<file path="config.mk">
export PLATFORM = sky130hd
export DESIGN_NAME = wec_top
export DESIGN_NICKNAME = d
export VERILOG_FILES = /design/src/design/wec_pkg.sv /design/src/design/wec_sync.sv /design/src/design/wec_flag.sv /design/src/design/wec_top.sv
export VERILOG_INCLUDE_DIRS = /design/src /design/src/design
export SDC_FILE = /design/constraint.sdc
export NUM_CORES = 1
export LEC_CHECK = 0
export BUFFER_PORTS_ARGS = -buffer_cell sky130_fd_sc_hd__buf_2
export CORE_AREA = 2 2 80 82
export DETAILED_ROUTE_END_ITERATION = 10
export DIE_AREA = 0 0 82 84
export PLACE_DENSITY = 0.7
export SYNTH_ARGS = -nofsm -noshare
export SYNTH_HDL_FRONTEND = slang
export SYNTH_SLANG_ARGS = --single-unit
</file>
<file path="constraint.sdc">
create_clock -name sys_clk_i -period 0.9 [get_ports sys_clk_i]
set_input_delay 0.18 -clock sys_clk_i [delete_from_list [all_inputs] [get_ports sys_clk_i]]
set_output_delay 0.18 -clock sys_clk_i [all_outputs]
set_load 0.01 [all_outputs]
</file>
<file path="src/design/wec_defs.svh">
// Offsets, bit positions, reset values and sizes of the wake event output block
`ifndef WEC_DEFS_SVH
`define WEC_DEFS_SVH

// ----------------------------------------------------------------------------
// Register offsets from the runtime block base
// ----------------------------------------------------------------------------
`define WEC_OFF_WAKE_STS 16'h0000
`define WEC_OFF_PB_STS 16'h0001
`define WEC_OFF_WAKE_EN 16'h0002
`define WEC_OFF_PB_EN 16'h0003

// ----------------------------------------------------------------------------
// Field positions
// ----------------------------------------------------------------------------
`define WEC_BIT_FLAG 0
`define WEC_BIT_PB_SW_EN 0
`define WEC_BIT_PB_HW_EN 1
`define WEC_BIT_PB_HW_ARM 2

// ----------------------------------------------------------------------------
// Reset values and sizes
// ----------------------------------------------------------------------------
`define WEC_RST_BYTE 8'h00
`define WEC_RST_BIT 1'b0
`define WEC_DATA_W 8
`define WEC_ADDR_W 16
`define WEC_HW_EVT_N 3

`endif

</file>
<file path="src/design/wec_pkg.sv">
// Types shared by the wake event output block
package wec_pkg;

   // ----------------------------------------------------------------------------
   // Register select decoded from the I/O address
   // ----------------------------------------------------------------------------
   typedef enum logic [2:0] {
      WEC_SEL_NONE = 3'h0,
      WEC_SEL_WAKE_STS = 3'h1,
      WEC_SEL_PB_STS = 3'h3,
      WEC_SEL_WAKE_EN = 3'h2,
      WEC_SEL_PB_EN = 3'h6
   } wec_sel_e;

   // ----------------------------------------------------------------------------
   // State of the top module
   // ----------------------------------------------------------------------------
   typedef struct packed {
      logic wake_en;
      logic pb_sw_en;
      logic pb_hw_arm;
      logic [2:0] hw_evt_prev;
      logic [7:0] rdata;
      logic wake_n;
      logic wake_oe;
      logic pb_n;
      logic pb_oe;
   } wec_top_s;

   // State of a sticky flag
   typedef struct packed {
      logic flag;
   } wec_flag_s;

endpackage

</file>
<file path="src/design/wec_sync.sv">
// Two flip-flop synchroniser for a group of pin levels
`timescale 1ns/100ps
`include "wec_defs.svh"

module wec_sync
   import wec_pkg::*;
#(
   parameter int WIDTH = `WEC_HW_EVT_N + 1
) (
   input wire logic sys_clk_i,
   input wire logic rstn_i,
   input wire logic ce_i,
   input wire logic [WIDTH-1:0] async_i,
   output logic [WIDTH-1:0] sync_o
);

   // ----------------------------------------------------------------------------
   // Parameter check
   // ----------------------------------------------------------------------------
   if (WIDTH < 1) begin : g_bad_width
      $error("wec_sync: WIDTH must be at least 1");
   end

   typedef struct packed {
      logic [WIDTH-1:0] meta;
      logic [WIDTH-1:0] stable;
   } wec_sync_s;

   wec_sync_s state_q;
   wec_sync_s state_d;

   // First stage feeds only the second stage
   always_comb begin
      state_d = state_q;
      if (ce_i) begin
         state_d.meta = async_i;
         state_d.stable = state_q.meta;
      end
   end

   // State register
   always_ff @(posedge sys_clk_i or negedge rstn_i) begin
      if (!rstn_i) begin
         state_q <= '0;
      end else begin
         state_q <= state_d;
      end
   end

   assign sync_o = state_q.stable;

endmodule

</file>
<file path="src/design/wec_flag.sv">
// Sticky status flag: hardware sets, software writes one to clear
`timescale 1ns/100ps
`include "wec_defs.svh"

module wec_flag
   import wec_pkg::*;
(
   input wire logic sys_clk_i,
   input wire logic rstn_i,
   input wire logic ce_i,
   input wire logic init_i,
   input wire logic set_i,
   input wire logic clr_i,
   output logic flag_o
);

   wec_flag_s state_q;
   wec_flag_s state_d;

   // Init wins, then set wins over a clear in the same cycle
   always_comb begin
      state_d = state_q;
      if (ce_i) begin
         if (init_i) begin
            state_d.flag = `WEC_RST_BIT;
         end else if (set_i) begin
            state_d.flag = 1'b1;
         end else if (clr_i) begin
            state_d.flag = 1'b0;
         end
      end
   end

   // State register
   always_ff @(posedge sys_clk_i or negedge rstn_i) begin
      if (!rstn_i) begin
         state_q <= '0;
      end else begin
         state_q <= state_d;
      end
   end

   assign flag_o = state_q.flag;

endmodule

</file>
<file path="src/design/wec_top.sv">
// Wake event output control: status, enables and the two open-drain outputs
`timescale 1ns/100ps
`include "wec_defs.svh"

module wec_top
   import wec_pkg::*;
#(
   parameter int ADDR_W = `WEC_ADDR_W
) (
   input wire logic sys_clk_i,
   input wire logic rstn_i,
   input wire logic ce_i,
   input wire logic standby_por_i,
   input wire logic [ADDR_W-1:0] runtime_block_base_i,
   input wire logic [ADDR_W-1:0] io_addr_i,
   input wire logic io_wr_i,
   input wire logic io_rd_i,
   input wire logic [7:0] io_wdata_i,
   output logic [7:0] io_rdata_o,
   input wire logic wake_source_pending_i,
   input wire logic button_source_pending_i,
   input wire logic ac_power_loss_i,
   input wire logic button_override_i,
   input wire logic thermal_trip_i,
   output logic wake_request_out_n_o,
   output logic wake_request_out_oe_o,
   output logic power_button_out_n_o,
   output logic power_button_out_oe_o
);

   // ----------------------------------------------------------------------------
   // Parameter check
   // ----------------------------------------------------------------------------
   if (ADDR_W < 2 || ADDR_W > `WEC_ADDR_W) begin : g_bad_addr
      $error("wec_top: ADDR_W must lie between 2 and 16");
   end

   // ----------------------------------------------------------------------------
   // Address decode
   // ----------------------------------------------------------------------------
   // True when the address hits base plus the given offset
   function automatic logic hit(input logic [ADDR_W-1:0] addr,
                                input logic [ADDR_W-1:0] base,
                                input logic [`WEC_ADDR_W-1:0] off);
      logic [ADDR_W-1:0] sum;
      sum = base + off[ADDR_W-1:0];
      return addr == sum;
   endfunction

   wec_sel_e sel;

   // One register select per access
   always_comb begin
      sel = WEC_SEL_NONE;
      if (hit(io_addr_i, runtime_block_base_i, `WEC_OFF_WAKE_STS)) begin
         sel = WEC_SEL_WAKE_STS;
      end else if (hit(io_addr_i, runtime_block_base_i, `WEC_OFF_PB_STS)) begin
         sel = WEC_SEL_PB_STS;
      end else if (hit(io_addr_i, runtime_block_base_i, `WEC_OFF_WAKE_EN)) begin
         sel = WEC_SEL_WAKE_EN;
      end else if (hit(io_addr_i, runtime_block_base_i, `WEC_OFF_PB_EN)) begin
         sel = WEC_SEL_PB_EN;
      end
   end

   // ----------------------------------------------------------------------------
   // Pin synchronisers
   // ----------------------------------------------------------------------------
   logic [`WEC_HW_EVT_N:0] pins_sync;
   logic stby_init;
   logic [`WEC_HW_EVT_N-1:0] hw_evt;

   wec_sync #(
      .WIDTH(`WEC_HW_EVT_N + 1)
   ) u_sync (
      .sys_clk_i(sys_clk_i),
      .rstn_i(rstn_i),
      .ce_i(ce_i),
      .async_i({standby_por_i, thermal_trip_i, button_override_i, ac_power_loss_i}),
      .sync_o(pins_sync)
   );

   assign stby_init = pins_sync[`WEC_HW_EVT_N];
   assign hw_evt = pins_sync[`WEC_HW_EVT_N-1:0];

   wec_top_s state_q;
   wec_top_s state_d;

   // ----------------------------------------------------------------------------
   // Sticky flags
   // ----------------------------------------------------------------------------
   logic wake_sts;
   logic pb_sts;
   logic pb_hw_en;
   logic wr_wake_sts;
   logic wr_pb_sts;
   logic wr_pb_en;
   logic hw_rise;

   assign wr_wake_sts = io_wr_i && sel == WEC_SEL_WAKE_STS;
   assign wr_pb_sts = io_wr_i && sel == WEC_SEL_PB_STS;
   assign wr_pb_en = io_wr_i && sel == WEC_SEL_PB_EN;
   // A hardware event going active
   assign hw_rise = |(hw_evt & ~state_q.hw_evt_prev);

   wec_flag u_wake_sts (
      .sys_clk_i(sys_clk_i),
      .rstn_i(rstn_i),
      .ce_i(ce_i),
      .init_i(stby_init),
      .set_i(wake_source_pending_i),
      .clr_i(wr_wake_sts && io_wdata_i[`WEC_BIT_FLAG]),
      .flag_o(wake_sts)
   );

   wec_flag u_pb_sts (
      .sys_clk_i(sys_clk_i),
      .rstn_i(rstn_i),
      .ce_i(ce_i),
      .init_i(stby_init),
      .set_i(button_source_pending_i),
      .clr_i(wr_pb_sts && io_wdata_i[`WEC_BIT_FLAG]),
      .flag_o(pb_sts)
   );

   // Hardware enable survives standby reset
   wec_flag u_pb_hw_en (
      .sys_clk_i(sys_clk_i),
      .rstn_i(rstn_i),
      .ce_i(ce_i),
      .init_i(1'b0),
      .set_i(state_q.pb_hw_arm && hw_rise),
      .clr_i(wr_pb_en && io_wdata_i[`WEC_BIT_PB_HW_EN]),
      .flag_o(pb_hw_en)
   );

   // ----------------------------------------------------------------------------
   // Enables, read data and output drive
   // ----------------------------------------------------------------------------
   logic wake_drive;
   logic pb_drive;

   assign wake_drive = wake_sts && state_q.wake_en;
   assign pb_drive = pb_sts && (state_q.pb_sw_en || pb_hw_en);

   // Next state of enables, read data and outputs
   always_comb begin
      state_d = state_q;
      if (ce_i) begin
         state_d.hw_evt_prev = hw_evt;
         if (stby_init) begin
            state_d.wake_en = `WEC_RST_BIT;
         end else if (io_wr_i && sel == WEC_SEL_WAKE_EN) begin
            state_d.wake_en = io_wdata_i[`WEC_BIT_FLAG];
         end
         if (wr_pb_en) begin
            state_d.pb_sw_en = io_wdata_i[`WEC_BIT_PB_SW_EN];
            state_d.pb_hw_arm = io_wdata_i[`WEC_BIT_PB_HW_ARM];
         end
         if (io_rd_i) begin
            state_d.rdata = `WEC_RST_BYTE;
            unique case (sel)
               WEC_SEL_WAKE_STS: state_d.rdata[`WEC_BIT_FLAG] = wake_sts;
               WEC_SEL_PB_STS: state_d.rdata[`WEC_BIT_FLAG] = pb_sts;
               WEC_SEL_WAKE_EN: state_d.rdata[`WEC_BIT_FLAG] = state_q.wake_en;
               WEC_SEL_PB_EN: begin
                  state_d.rdata[`WEC_BIT_PB_SW_EN] = state_q.pb_sw_en;
                  state_d.rdata[`WEC_BIT_PB_HW_EN] = pb_hw_en;
                  state_d.rdata[`WEC_BIT_PB_HW_ARM] = state_q.pb_hw_arm;
               end
               WEC_SEL_NONE: state_d.rdata = `WEC_RST_BYTE;
            endcase
         end
         // Open drain: pull low while driving
         state_d.wake_oe = wake_drive;
         state_d.wake_n = ~wake_drive;
         state_d.pb_oe = pb_drive;
         state_d.pb_n = ~pb_drive;
      end
   end

   // State register
   always_ff @(posedge sys_clk_i or negedge rstn_i) begin
      if (!rstn_i) begin
         state_q <= '{wake_en: `WEC_RST_BIT, pb_sw_en: `WEC_RST_BIT,
                      pb_hw_arm: `WEC_RST_BIT, hw_evt_prev: '0,
                      rdata: `WEC_RST_BYTE, wake_n: 1'b1, wake_oe: 1'b0,
                      pb_n: 1'b1, pb_oe: 1'b0};
      end else begin
         state_q <= state_d;
      end
   end

   assign io_rdata_o = state_q.rdata;
   assign wake_request_out_n_o = state_q.wake_n;
   assign wake_request_out_oe_o = state_q.wake_oe;
   assign power_button_out_n_o = state_q.pb_n;
   assign power_button_out_oe_o = state_q.pb_oe;
endmodule

</file>
# [Yosys cells after proc, flatten, opt, wreduce, memory -nomap -nowiden]
# Index checks and enable logic that the tools add are counted.
[word_totals] wordCells=68 register_bits=24 output_inout_bits=12
[classes] n_eq_ne=8 muxes=16 bitwise=4 reduce_logical=23 add_sub_neg=3
[ops] op="16-bit == test" count=4
[ops] op="16-bit by 2-bit adder with 16-bit output (second input constant)" count=2
[ops] op="16-bit by 1-bit adder with 16-bit output (second input constant)" count=1
[ops] op="3-bit two-way mux" count=4
[ops] op="2-bit AND reduction" count=6
[ops] op="1-bit logical AND" count=10
[ops] op="1-bit two-way mux" count=10
[ops] op="3-bit by 2-bit == test with 1-bit output (second input constant)" count=2
[ops] op="3-bit nonzero test" count=2
[ops] op="1-bit one-hot mux with 5 select lines" count=1
[ops] op="2-bit nonzero test" count=2
[ops] op="3-bit AND" count=1
[ops] op="3-bit by 1-bit == test with 1-bit output (second input constant)" count=1
[ops] op="3-bit == test (second input constant)" count=1
[ops] op="3-bit zero test" count=1
[ops] op="3-bit NOT" count=1
[ops] op="3-bit OR reduction" count=1
[ops] op="2-bit two-way mux" count=1
[ops] op="1-bit NOT" count=2
[ops] op="1-bit logical OR" count=1

# [Longest topological paths before layout]
# Gate-level depths: netlist (run 1).
[depth] depth_word=12 mapped_depth=10 ltp_nobuf=9

# [Modules after synthesis]
# A second synthesis (run 1) with hierarchy kept.
[unflattened] cells_unflattened=290 area_unflattened_um2=2508.7
[modules_own_cells] module="wec_top" cells_per_inst=257 instances=1 seq_area_each_um2=327.8 area_per_inst_um2=2015.7
[modules_own_cells] module="wec_sync" cells_per_inst=21 instances=1 seq_area_each_um2=200.2 area_per_inst_um2=361.6
[modules_own_cells] module="wec_flag" cells_per_inst=4 instances=3 seq_area_each_um2=25.0 area_per_inst_um2=43.8

# [Worst setup path before layout (run 1)]
# No wires, ideal clock.
[synth_path] kind="input to register" startpoint="input port runtime_block_base_i[1]" endpoint="register state_q[15] in the netlist's numbering" n_path_buf=1 t_arrival_ps=2202 required_time_ps=775 setup_ps=125 stages=10 path_slack_ps=-1427 cell_sequence="clkbuf_1 inv_1 ha_1 a21oi_2 or4_4 a21oi_2 o22ai_1 nor4_4 and3_4 mux2_4"
[synth_between] elab_chain_cells=9 word_cells_on_any_way=14
[synth_rtl] item="start: declaration" line="wec_top.sv:14" text="input wire logic [ADDR_W-1:0] runtime_block_base_i,"
[synth_rtl] item="16-bit by 2-bit adder with 16-bit output" line="wec_top.sv:46" text="sum = base + off[ADDR_W-1:0];"
[synth_rtl] item="16-bit == test" line="wec_top.sv:47" text="return addr == sum;"
[synth_rtl] item="3-bit two-way mux" line="wec_top.sv:61" text="end else if (hit(io_addr_i, runtime_block_base_i, `WEC_OFF_PB_EN)) begin"
[synth_rtl] item="3-bit two-way mux" line="wec_top.sv:59" text="end else if (hit(io_addr_i, runtime_block_base_i, `WEC_OFF_WAKE_EN)) begin"
[synth_rtl] item="3-bit two-way mux" line="wec_top.sv:57" text="end else if (hit(io_addr_i, runtime_block_base_i, `WEC_OFF_PB_STS)) begin"
[synth_rtl] item="3-bit two-way mux (*)" line="wec_top.sv:55" text="if (hit(io_addr_i, runtime_block_base_i, `WEC_OFF_WAKE_STS)) begin"
[synth_rtl] item="3-bit == test (*)" line="wec_top.sv:102" text="assign wr_pb_en = io_wr_i && sel == WEC_SEL_PB_EN;"
[synth_rtl] item="1-bit logical AND (*)" line="wec_top.sv:102"
[synth_rtl] item="2-bit AND reduction (no source line) (*)"
[synth_rtl] item="end signal: assignment" line="wec_top.sv:185" text="state_q <= '{wake_en: `WEC_RST_BIT, pb_sw_en: `WEC_RST_BIT,"
[synth_rtl] item="end signal: assignment" line="wec_top.sv:190" text="state_q <= state_d;"
[synth_rtl] item="end: declaration" line="wec_top.sv:86" text="wec_top_s state_q;"
# Mark *: on every way between the ends. The rest lies on a longest branch, timed or not.
# A chain may end at the register's enable or synchronous reset.

# [Worst setup path after layout (run 1)]
# Ends and elaborated chain as after synthesis.

==> results of run 1 <==
[worst reg2reg max path, cell delays in order (launching register included)]
cell and delay, ps:
dfrtp_1 380, inv_1 80, o221ai_1 160, a32o_1 290
[routing by layer]
metal,vias up,wire (um)
met1,1215,3000
met2,115,3720
met3,16,531
met4,0,142
li1,1204,-
met5,-,0
[how the worst max path moves through the flow]
stage / from / end / slack (ps) / cells past startpoint
floorplan: runtime_block_base_i[1] / state_q[15] / -1250 / 10
global placement: runtime_block_base_i[1] / state_q[15] / -1350 / 11
detailed placement: runtime_block_base_i[1] / state_q[15] / -1400 / 11
CTS: runtime_block_base_i[1] / state_q[15] / -1050 / 11
global route: runtime_block_base_i[1] / state_q[15] / -1150 / 11
finish: runtime_block_base_i[1] / state_q[15] / -1110 / 11
[kinds of logic after synthesis]
group | count (synthesis) | synth area share [%]
adder cells (fa/ha/maj) | 4 | 2.16
AND/OR/NAND/NOR | 90 | 23.1
XOR/XNOR | 34 | 14.8
multiplexers | 13 | 6.59
other | 1 | 0.162
buffers and inverters | 29 | 7.18
flip-flops | 24 | 26.0
AO/OA/AOI/OAI | 63 | 20.0
[cell type report]
class	instances	share of cell area, %
multi-input combinational	209	50.3
timing repair buffer	145	29.2
sequential	24	15.8
tap	77	2.52
inverter	10	1.11
clock buffer	3	1.08
[synth_stat cells, drive strengths merged, types with 5 or more instances]
cell type / instances
nand3: 7
dfrtp: 22
o211ai: 5
a21oi: 7
nor2: 14
nor4: 7
mux2: 12
nor3: 9
xor2: 16
nand4: 12
inv: 10
nand2: 19
buf: 13
xnor2: 18
o21ai: 18
clkbuf: 6
[state kept, by name (all words and copies together) (netlist names)]
register / cells
state_q: 6
u_sync.state_q: 4
power_button_out_oe_o: 1
wake_request_out_oe_o: 1
power_button_out_n_o: 1
u_pb_hw_en.flag_o: 1
u_pb_sts.flag_o: 1
u_wake_sts.flag_o: 1
wake_request_out_n_o: 1
u_sync.sync_o: 4
io_rdata_o: 3
[power by group through the flow]
stage          clock [mW]  combinational (mW)  sequential (mW)
6_report            0.632                1.75             1.31
5_1_grt             0.675                1.87             1.32
4_1_cts             0.626                1.57             1.30
3_5_place_dp            0                1.46             1.32
3_3_place_gp            0                1.43             1.31
2_1_floorplan           0               0.774             1.30
[through the flow]
step                power (mW)  worst slack [ps]  TNS (ps)  std cells  hold WS [ps]
floorplan                 2.07             -1250     -8280        262          -116
global placement          2.74             -1350    -11480        453           125
detailed placement        2.78             -1400    -12060        453           130
CTS                       3.50             -1050     -8900        460           145
global route              3.87             -1150    -10040        468           144
finish                    3.69             -1110     -9310        468           141
[cell usage in the layout, fill, tap and decap left out, types with 3 or more instances in the layout]
cell       n
mux2_4     4
nand2_1   14
xnor2_1   10
nand2_2    5
a32o_1     3
o21ai_2    3
a21oi_4    3
nand3_1    6
xnor2_4    3
a211o_1    3
buf_2     40
nor4_4     3
xnor2_2    5
buf_8      3
inv_1      9
mux2_2     8
clkbuf_4   3
clkbuf_8   3
xor2_2     6
nor3_1     7
buf_4     82
ha_4       4
conb_1     5
o211ai_1   5
nand2b_1   4
xor2_1     9
buf_12     5
buf_6     11
and3_1     3
nor2_1    14
dfrtp_1   22
nand4_1   11
o21ai_0    8
o21ai_1    7
[what timing repair did]
| item | in CTS | in global routing |
|---|---|---|
| hold buffers | 1 | 0 |
| setup buffers | 3 | 10 |
| resized for setup | 36 | 37 |
| endpoints found under the setup margin | 16 | 18 |
| endpoints found under the hold margin | 22 | 0 |
| pin swaps | 23 | 28 |
==> out/results.txt, run 1 <==
At the end of routability-driven placement, the weighted congestion stood at 0.953. Across every metal layer, demand over resource in global routing totals 21.2%. The routed layout has 2550 vias. The depth of the most critical reg-to-reg path is 3, and the number of nets in the layout is 448. The area of the multi-input gates was 0.00193 sq mm; the DRC violation count after routing was 0. The final standard cell utilization of the core is 62.8%. The worst path needs 2010 ps of the cycle, external delays included. The later pin in the worst-skew pair is clocked with a latency of 270 ps. For this configuration, the core starts out at a cell density of 38.0%. The flow ran to the end, but the final reports show violations. Synthesis instantiated 66 different standard cells from the library. After legalization and detailed placement, the total HPWL measured 5470 um. The logs give 0 for the number of endpoints with negative hold slack in the final report and 28.7% for the met1 track demand over resource. Yosys mapped a number of flops with a built-in enable equal to 0. The worst setup path category is in -> reg. Measured along the y axis, the die boundary spans 84 um. Entering global routing, the biggest net connects 25 pins.

The number of antenna diodes in the final layout is 0. The number of levels the H-tree was split into came out at 1. The fraction of power spent switching nets was 34.4%. The sequential cell fraction of total power is 35.5%.

Buffers placed on the I/O ports in this run total 52. For this run the aggregate overflow at the end of global routing stands at 0. The tools report the clock network fraction of design power as 17.1%. The run gives 11600 um as the global-route wire length before repair.

Initial antenna violation count: 0. The proportion of register bits with asynchronous set or reset after synthesis works out to 100%. Synthesis inferred 24 register bits. The least setup slack across all paths after layout was -1110 ps. Among the stages of the critical path, the cell type that occurs most often is a21oi_4.

The worst hold path cell count was 2; the maximum VDD drop was 0.977 mV. TritonCTS built the clock tree. For the first-pass iteration count of the detailed router, the log shows 4. The floorplan step set the die width to 82 um. The delay of the slowest cell on the worst path was 520 ps. At the worst endpoint, the arrival time is 2170 ps.

The cell at the root of the clock tree was clkbuf_8. Number of sinks driven by the clock tree: 24. The internal portion of the total power is 2.42 mW. Summed over all instances, the cell type with the most area after synthesis is dfrtp_1. Count of standard-cell rows: 29.

The cell area after synthesis is 0.00232 sq mm. The average cell area after synthesis was 8.98 sq um. In this run the most critical hold path is launched from thermal_trip_i. For the reg2reg setup slack, the log shows -110 ps. After floorplanning, the core was sized to cover 0.00610 sq mm. The power density over cell area came out at 964 mW/mm^2. The signed area change from the synthesized netlist to the final layout was 65.2%; the count of boundary I/O pins was 63.

The worst register-to-register path ends at u_pb_hw_en.flag_o. During synthesis, Yosys emitted a total of 0 warnings. Setup repair after global routing could not meet its margin everywhere. The clock-pin slew reported for the worst setup and hold paths after clock tree synthesis is 80 ps, and the post-synthesis cell count is 258.

The buffers plus inverters on the worst setup path was 3. The final count of pins violating max slew was 0; the via density per instance was 5.45. Counting the fill cells in the layout gives 485. The critical path goes through buf_8, clkinv_4, ha_4, a21oi_4, buf_6, or4_4, a21oi_4, o22ai_2, nor4_4, and3_4, mux2_4. Based on the critical path, the design can be clocked at up to 498 MHz.

The floorplan die area was 0.00689 sq mm; the total of max-cap violations was 0. For hold timing, the worst endpoint is u_sync.state_q[6]. Sequential cells were found to cover 26.0% of the synthesized design area. At the worst endpoint, the required time is 1060 ps. The standard cell area after detailed placement is 0.00334 sq mm. The run gives 191 as the number of design-rule violations left by the first detailed-router iteration.

In this run the static leakage power is 1.64 nW. Of the cells placed in the final design, the portion with a size suffix greater than 1 is 56.5%. Across the routed clock network, the largest skew measured is 3.81 ps. Launch instance of the worst register-to-register path: u_sync.sync_o[1]. For this run, the leading register cell type out of synthesis is dfrtp_1. The worst path uses 223% of the clock period. The checks that failed: setup timing.

Met2 routing resource usage after global routing: 36.1%. On the critical path, the stage with the largest delay is an instance of or4_4. Setup violations remaining at the end of the flow were counted as 16.

Of all nets on the critical path, the largest fanout is 3. The final instance area came out at 0.00383 sq mm. In the post-synthesis netlist, the biggest area contributors are dfrtp_1 (24%), xnor2_1 (6.8%), mux2_2 (4.9%).

Area taken by flip-flops and latches: 603 sq um. Combinational cells account for 47.3% of the total power. The via count of the first global-routing pass was 2534. The logs give 2 for the number of buffers between clock root and the deepest sink and 2.16% for the met3 usage in global routing. The kind of cell with the highest combined delay along the critical path is simple AND/OR/NAND/NOR gates. The detail-routed net length per standard cell was 15.8 um; the switching component of the power was 1.27 mW. The final layout contains routed wiring with a total length of 7390 um.

The number of CTS-inserted buffers came out at 3. The worst setup path is captured at a register. After synthesis, the largest area contributor takes up 23.8% of total cell area.

In this run the worst hold path is classified as in -> reg. After global routing, the most crowded layer is met2. The tools report the remaining number of nets flagged by the antenna check after routing as 0. The kind of start point of the critical path was an input pin.
(Power assumes the default switching activity.)
==> run 2: changes to the inputs <==
--- a/config.mk
+++ b/config.mk
@@ -6,11 +6,13 @@
 export SDC_FILE = /design/constraint.sdc
 export NUM_CORES = 1
 export LEC_CHECK = 0
+export ABC_AREA = 1
 export BUFFER_PORTS_ARGS = -buffer_cell sky130_fd_sc_hd__buf_2
-export CORE_AREA = 2 2 80 82
+export CORE_AREA = 2 2 83 85
 export DETAILED_ROUTE_END_ITERATION = 10
-export DIE_AREA = 0 0 82 84
+export DIE_AREA = 0 0 85 87
 export PLACE_DENSITY = 0.7
 export SYNTH_ARGS = -nofsm -noshare
 export SYNTH_HDL_FRONTEND = slang
 export SYNTH_SLANG_ARGS = --single-unit
+export TNS_END_PERCENT = 1
==> out/results.txt, run 2 <==
The run gives -6060 ps (+3250 ps) as the setup total negative slack. The setup slack after placement is -1140 ps (+255 ps), and the met1 track demand over resource is 29.2% (+0.54 points). For this run, the leading register cell type out of synthesis is dfrtp_1. The clock-pin slew reported for the worst setup and hold paths after clock tree synthesis came out at 90 ps (about the same). The final count of pins violating max slew was 0 (unchanged). CTS placed an instance of clkbuf_8 at the clock tree root. The via density per instance is 4.77 (-12%). The checks that failed: setup timing. For the global-route wire length before repair, the log shows 13000 um (+12%). The final standard cell utilization of the core is 56.4% (-6.4 points). The tools report the routed via count as 3063 (+20%). For this design, the slowest cell found on the critical path is ha_4. The total of max-cap violations was 0 (unchanged); the maximum fanout count along the critical path was 6 (+3). The startpoint identified for the worst register-to-register timing path is u_pb_sts.flag_o.

Total global routing track utilization: 21.3% (+0.11 points). Setup repair after global routing could not meet its margin everywhere. The register with the most flip-flops in the final layout is state_q.

The met2 routing resource usage after global routing was 36.6% (+0.58 points); the detail-routed net length per standard cell was 11.9 um (-25%). TritonCTS built the clock tree. The least setup slack across all paths after layout was -657 ps (+452 ps). The tools report the capturing element type of the critical path as a register.

Counting stages on the worst path, the most repeated cell is nand2_1. For the via count of the first global-routing pass, the log shows 2879 (+14%). The run gives 24 (unchanged) as the number of sinks driven by the clock tree.

The total leakage power came out at 1.99 nW (+22%). The pin count of the biggest net entering global routing is 25 (unchanged), and the DRC violation count after routing is 0 (unchanged). The fraction of post-synthesis cell area in the top cell type by area was 27.4% (+3.7 points). The run gives 642 (+37%) as the final cell count without fillers. The width of the chip is 85 um (+3.7%), and the flip-flop and latch count after synthesis is 24 (unchanged). Half-perimeter wire length after detailed placement: 6110 um (+12%).

Following the worst setup path forward leads to its endpoint at state_q[17]. The number of nets in the layout is 618 (+38%). The tools report the kind of start point of the critical path as an input pin.

For the setup clock skew after layout, the log shows 9.71 ps (+5.90 ps). The commonest cells after synthesis are nand2_1 (187), inv_1 (55), nor2_1 (46). The met3 usage in global routing is 2.09% (-0.079 points), and the delay of the slowest cell on the worst path is 260 ps (-260 ps). The total number of yosys warnings was 0 (unchanged); the highest clock frequency the design can meet was 642 MHz (+29%). The top cell type by total area after synthesis is nand2_1. The floorplan die area came out at 0.00740 sq mm (+7.4%). The tools report the count of standard-cell rows as 30 (+3.4%). The tools report the number of filler instances in the final layout as 650 (+34%). The number of I/O port buffers works out to 52 (unchanged).

Most frequent standard cell in the layout excluding fill and tap cells: nand2_1. The post-detailed-routing wire length was 7630 um (+3.2%); the routability congestion estimate was 0.997 (+4.6%). For the sequential area share after synthesis, the log shows 23.6% (-2.5 points). The depth of the most critical reg-to-reg path is 6 (+3), and the latest clock arrival within the worst-skew pair is 270 ps (about the same). Final critical-path share of the clock period: 173% (-50 points).

The proportion of register bits with asynchronous set or reset after synthesis is 100% (unchanged). For the initial antenna violation count, the log shows 0 (unchanged). The most common cell in the synthesized netlist is nand2_1. In the layout the commonest cells are nand2_1 (176), buf_4 (62), inv_1 (48). The share of layout cells above drive strength 1 is 32.9% (-24 points), and the standard cell area after detailed placement is 0.00334 sq mm (+0.15%). The run gives 0 (unchanged) as the total grt overflow. The count of flip-flops with a built-in enable after synthesis was 0 (unchanged); the count of boundary I/O pins was 63 (unchanged). The final instance area was 0.00370 sq mm (-3.2%). Post-synthesis cell count: 448 (+74%).

Sorting the synthesized cells by area gives the leading types as nand2_1 (27%), dfrtp_1 (22%), inv_1 (8.1%). The average cell area after synthesis came out at 5.71 sq um (-36%). The floorplan core area is 0.00657 sq mm (+7.8%). The number of endpoints with negative hold slack in the final report is 0 (unchanged).

In this run the critical register-to-register path is captured at io_rdata_o[0]. Gate family responsible for the most delay along the worst path: simple AND/OR/NAND/NOR gates. The first-pass iteration count of the detailed router is 4 (unchanged), and the reg2reg setup slack is 20 ps (+130 ps). The min-delay analysis places its worst path in the category in -> reg.

The maximum VDD drop is 0.740 mV (-24%), and the number of design-rule violations left by the first detailed-router iteration is 240 (+26%). The critical path depth is 15 (+4). The run gives 0.00256 sq mm (+10%) as the cell area after synthesis. For the signal arrival time at the worst endpoint, the log shows 1720 ps (-450 ps). The run gives 39.0% (+0.96 points) as the effective utilization at floorplan. The number of different library cells in the post-synthesis netlist is 26 (-61%). The run finished, with violations left. The required time at the worst-slack endpoint is 1060 ps (about the same).

For the number of diodes, the log shows 0 (unchanged). The number of buffers between clock root and the deepest sink came out at 2 (unchanged). For the remaining number of nets flagged by the antenna check after routing, the log shows 0 (unchanged).

The tools report the setup-violating endpoint count in the final report as 16 (unchanged). The height of the chip works out to 87 um (+3.6%). The run gives 630 (+39%) as the number of placed cells counting well taps. The number of levels the H-tree was split into was 1 (unchanged). Buffers plus inverters on the worst setup path: 2 (-1). The most used routing layer is met2. The tools report the startpoint of the most critical setup path as runtime_block_base_i[2]. The shortest period the worst path allows works out to 1560 ps (-452 ps).

The number of flip-flops in the largest register was 6 (unchanged); the signed area change from the synthesized netlist to the final layout was 44.7%. The number of CTS-inserted buffers was 3 (unchanged); the power density over cell area was 914 mW/mm^2 (-5.1%). The signal on the critical path passes through buf_8, buf_8, ha_4, xor2_1, nand3_1, nor2_1, nand2_1, nor2_1, nand2_1, nor2_4, nand3_2, nand2_1, nand2_1, nand2_1, nand2_1. The setup path with the least slack is of type in -> reg.
-- run 2: metal layers --
layer	part of all wire, %	vias to the layer above
li1	-	1610
met1	46	1360
met2	49	87
met3	4.5	6
met4	0.80	0
met5	0	-
-- run 2: tightest hold or removal path: stages --
cell	delay, ps
buf_2	80
nand2_1	50
nand2_1	50
-- run 2: layout make-up --
type	count	area, sq um	share of cell area (%)
clock buffers	3	41.3	1.11
clock inverters	1	30.0	0.811
inverters	55	216	5.84
multi-input cells	359	1850	49.9
flip-flops and latches	24	603	16.3
well taps	80	100	2.70
repair buffers	120	866	23.4
-- run 2: metrics by stage --
stage / hold WS, ps / total power [mW]
4_1_cts: 118 / 3.35
3_3_place_gp: 125 / 2.30
2_1_floorplan: -116 / 1.82
3_5_place_dp: 129 / 2.32
6_report: 118 / 3.39
5_1_grt: 117 / 3.60
-- run 2: power by group --
part / total, mW / switching (mW) / internal, mW
Sequential: 1.19 / 0.0412 / 1.15
Combinational: 1.26 / 0.707 / 0.550
Clock: 0.937 / 0.342 / 0.595
-- run 2: what timing repair did --
item	4_1_cts	5_1_grt
endpoints found under the setup margin	16	18
resized for setup	43	26
hold buffers	1	0
pin swaps	27	19
hold endpoints to repair	22	0
setup buffers	4	3
-- run 2: cells by family after synthesis --
logic type,share of synthesized area (%)
other,0.146
and+or+nand+nor,52.0
adders and majority gates,1.96
DFF,23.6
buffers and inverters,11.6
xor gates and xnor gates,4.79
AOI/OAI and AO/OA,5.91
-- run 2: worst min path at each step --
stage | cells past startpoint | startpoint | slack (ps) | endpoint
detailed placement | 2 | rstn_i | 130 | u_sync.sync_o[2]
global route | 3 | thermal_trip_i | 120 | u_sync.state_q[6]
global placement | 2 | rstn_i | 130 | state_q[13]
finish | 3 | thermal_trip_i | 120 | u_sync.state_q[6]
floorplan | 0 | rstn_i | -120 | io_rdata_o[0]
CTS | 3 | thermal_trip_i | 120 | u_sync.state_q[6]
==> run 3: changes to the inputs <==
==> constraint.sdc (replaced) <==
create_clock -name sys_clk_i -period 1.3 [get_ports sys_clk_i]
set_input_delay 0.26 -clock sys_clk_i [delete_from_list [all_inputs] [get_ports sys_clk_i]]
set_output_delay 0.26 -clock sys_clk_i [all_outputs]
set_load 0.01 [all_outputs]
==> out/results.txt, run 3 (same netlist as run 2, synthesis figures left out) <==
The number of sinks driven by the clock tree is 24 (unchanged). The setup clock skew after layout is 7.50 ps (-2.21 ps), and the floorplan die area is 0.00740 sq mm (unchanged). The run gives 1820 ps (+100 ps) as the signal arrival time at the worst endpoint. The number of endpoints with negative hold slack in the final report was 0 (unchanged). For the total leakage power, the log shows 1.95 nW (-2.1%). Power density over cell area: 636 mW/mm^2 (-30%). For the number of buffers between clock root and the deepest sink, the log shows 2 (unchanged). The tools report the setup slack after placement as -794 ps (+348 ps). The worst pin sits at a relative slew slack of 64.5%. The share of layout cells above drive strength 1 is 31.5% (-1.4 points).

For the latest clock arrival within the worst-skew pair, the log shows 260 ps (about the same). The remaining number of nets flagged by the antenna check after routing came out at 0 (unchanged). Area of the multi-input gates: 0.00185 sq mm (+0.34%). The number of CTS-inserted buffers came out at 3 (unchanged). The clock-pin slew reported for the worst setup and hold paths after clock tree synthesis is 90 ps (about the same), and the signed area change from the synthesized netlist to the final layout is 42.2%. The tools report the cell at the root of the clock tree as clkbuf_8. STA classifies the critical path startpoint as an input pin.

The run gives 12400 um (-5.1%) as the global-route wire length before repair. For the met3 usage in global routing, the log shows 3.03% (+0.95 points). First-pass iteration count of the detailed router: 5 (+1). The routability congestion estimate was 0.935 (-6.3%).

The routed via count is 3066 (+0.098%), and the final standard cell utilization of the core is 55.4% (-0.97 points). Derived from the worst setup path, the maximum achievable clock frequency is 604 MHz. The least setup slack across all paths after layout is -355 ps (+301 ps), and the effective utilization at floorplan is 39.0% (unchanged).

The run gives 28.1% (-1.1 points) as the met1 track demand over resource. The maximum VDD drop is 0.818 mV (+11%). The total grt overflow is 0 (unchanged).

The run gives 612 (-0.97%) as the number of nets in the layout. The maximum fanout count along the critical path came out at 4 (-2). The area taken by flip-flops and latches was 603 sq um (unchanged).

Subtracting the final worst setup slack from the clock period gives 1660 ps. In this run the most used layer during global routing was met2. The height of the chip was 87 um (unchanged); the required time at the worst-slack endpoint was 1470 ps (+410 ps). For the total of max-cap violations, the log shows 0 (unchanged). Register containing the most flip-flops in the final layout: state_q.

The final reports fail on setup timing. The number of I/O port buffers is 52 (unchanged). The most frequent standard cell in the layout excluding fill and tap cells is nand2_1.

The run gives 20.0% (-1.2 points) as the total global routing track utilization. The initial antenna violation count came out at 0 (unchanged). For the DRC violation count after routing, the log shows 0 (unchanged). The setup-violating endpoint count in the final report came out at 9 (-7). Setup repair after global routing could not meet its margin everywhere. The met2 routing resource usage after global routing is 32.5% (-4.1 points). TritonCTS built the clock tree.

The final count of pins violating max slew is 0 (unchanged), and the post-detailed-routing wire length is 7410 um (-2.9%). The capturing element type of the critical path was a register. Count of boundary I/O pins: 63 (unchanged). The flow ran to the end, but the final reports show violations.

The width of the chip is 85 um (unchanged), and the number of diodes is 0 (unchanged). The tools report the number of levels the H-tree was split into as 1 (unchanged). Leaving out fill and tap cells, the most frequent cells in the layout are nand2_1 (176), buf_4 (58), inv_1 (50). Detail-routed net length per standard cell: 11.6 um (-2.0%).

The count of standard-cell rows was 30 (unchanged); the final critical-path share of the clock period was 127%. The pin count of the biggest net entering global routing is 25 (unchanged). The class of the worst hold path is in -> reg. The half-perimeter wire length after detailed placement came out at 5940 um (-2.8%). The number of flip-flops in the largest register is 6 (unchanged), and the number of design-rule violations left by the first detailed-router iteration is 201 (-16%).

The slew at the pin closest to its max-slew limit is 533 ps, and the power after layout is 2.32 mW (-32%). The via count of the first global-routing pass is 2807 (-2.5%), and the via density per instance is 4.82 (+1.0%). Floorplan core area: 0.00657 sq mm (unchanged).

Worst setup path category: in -> reg. The number of filler instances in the final layout is 660 (+1.5%).
-- run 3: cell types whose count changed in the layout (fill, tap and decap cells not counted), moves of 3 or more --
cell | before | now
buf_2 | 45 | 48
buf_4 | 62 | 58
buf_6 | 6 | 2
nor2_1 | 36 | 39
nor2_2 | 11 | 7
-- run 3: final cells by class --
type / instances / share of cell area (%)
Clock buffer: 3 / 1.13
Clock inverter: 1 / 0.825
Inverter: 55 / 6.08
Multi-Input combinational cell: 359 / 50.9
Sequential cell: 24 / 16.6
Tap cell: 80 / 2.75
Timing Repair Buffer: 114 / 21.7
-- run 3: power breakdown --
part           leakage, nW  internal (mW)  total (mW)  switching [mW]
Sequential           0.308          0.796       0.826          0.0294
Combinational         1.61          0.358       0.843           0.484
Clock               0.0357          0.411       0.647           0.235
Total                 1.95           1.57        2.32           0.749
-- run 3: critical path: stages --
cell,delay (ps)
buf_12,100
clkinv_8,50
ha_4,230
nand2_2,50
inv_2,40
nor2_4,110
nand2_2,60
nor2_2,90
nand3_2,100
nor2_2,110
nand2_1,70
nor2_2,130
nand2_2,100
nor2_4,140
nand2_1,60
nand2_1,60
nand2_1,50
-- run 3: what timing repair did --
| action | CTS | global route |
|---|---|---|
| resized for setup | 30 | 30 |
| pin swaps | 25 | 26 |
| setup buffers | 3 | 5 |
| endpoints found under the setup margin | 9 | 9 |
| hold buffers | 1 | 0 |
| hold endpoints to repair | 22 | 0 |
| cloned | 0 | 0 |
-- run 3: final timing paths --
| kind | startpoint | to | slack (ps) | depth (start not counted) |
|---|---|---|---|---|
| hold reg to reg | power_button_out_n_o | power_button_out_n_o | 470 | 2 |
| hold / removal | thermal_trip_i | u_sync.state_q[6] | 190 | 3 |
| min in group asynchronous | rstn_i | u_sync.sync_o[1] | 500 | 2 |
| max in group asynchronous | rstn_i | power_button_out_n_o | 420 | 2 |
| setup reg to reg | u_sync.sync_o[3] | state_q[17] | 430 | 3 |
| setup / recovery | runtime_block_base_i[1] | u_pb_hw_en.flag_o | -360 | 17 |
-- run 3: routing by layer --
layer | part of all wire, % | routed length [um] | up-vias
met1 | 46 | 3400 | 1370
li1 | - | - | 1595
met2 | 47 | 3480 | 85
met4 | 2.2 | 163 | 0
met5 | 0 | 0 | -
met3 | 4.9 | 364 | 16
-- run 3: through the flow --
| step | hold WS [ps] | TNS, ps | area (sq um) | std cells |
|---|---|---|---|---|
| 6_report | 194 | -2520 | 3640 | 636 |
| 5_1_grt | 186 | -3580 | 3640 | 636 |
| 4_1_cts | 191 | -2410 | 3500 | 631 |
| 3_5_place_dp | 269 | -6370 | 3290 | 623 |
| 3_3_place_gp | 258 | -6320 | 3290 | 623 |
| 2_1_floorplan | -35.6 | -2150 | 2600 | 452 |
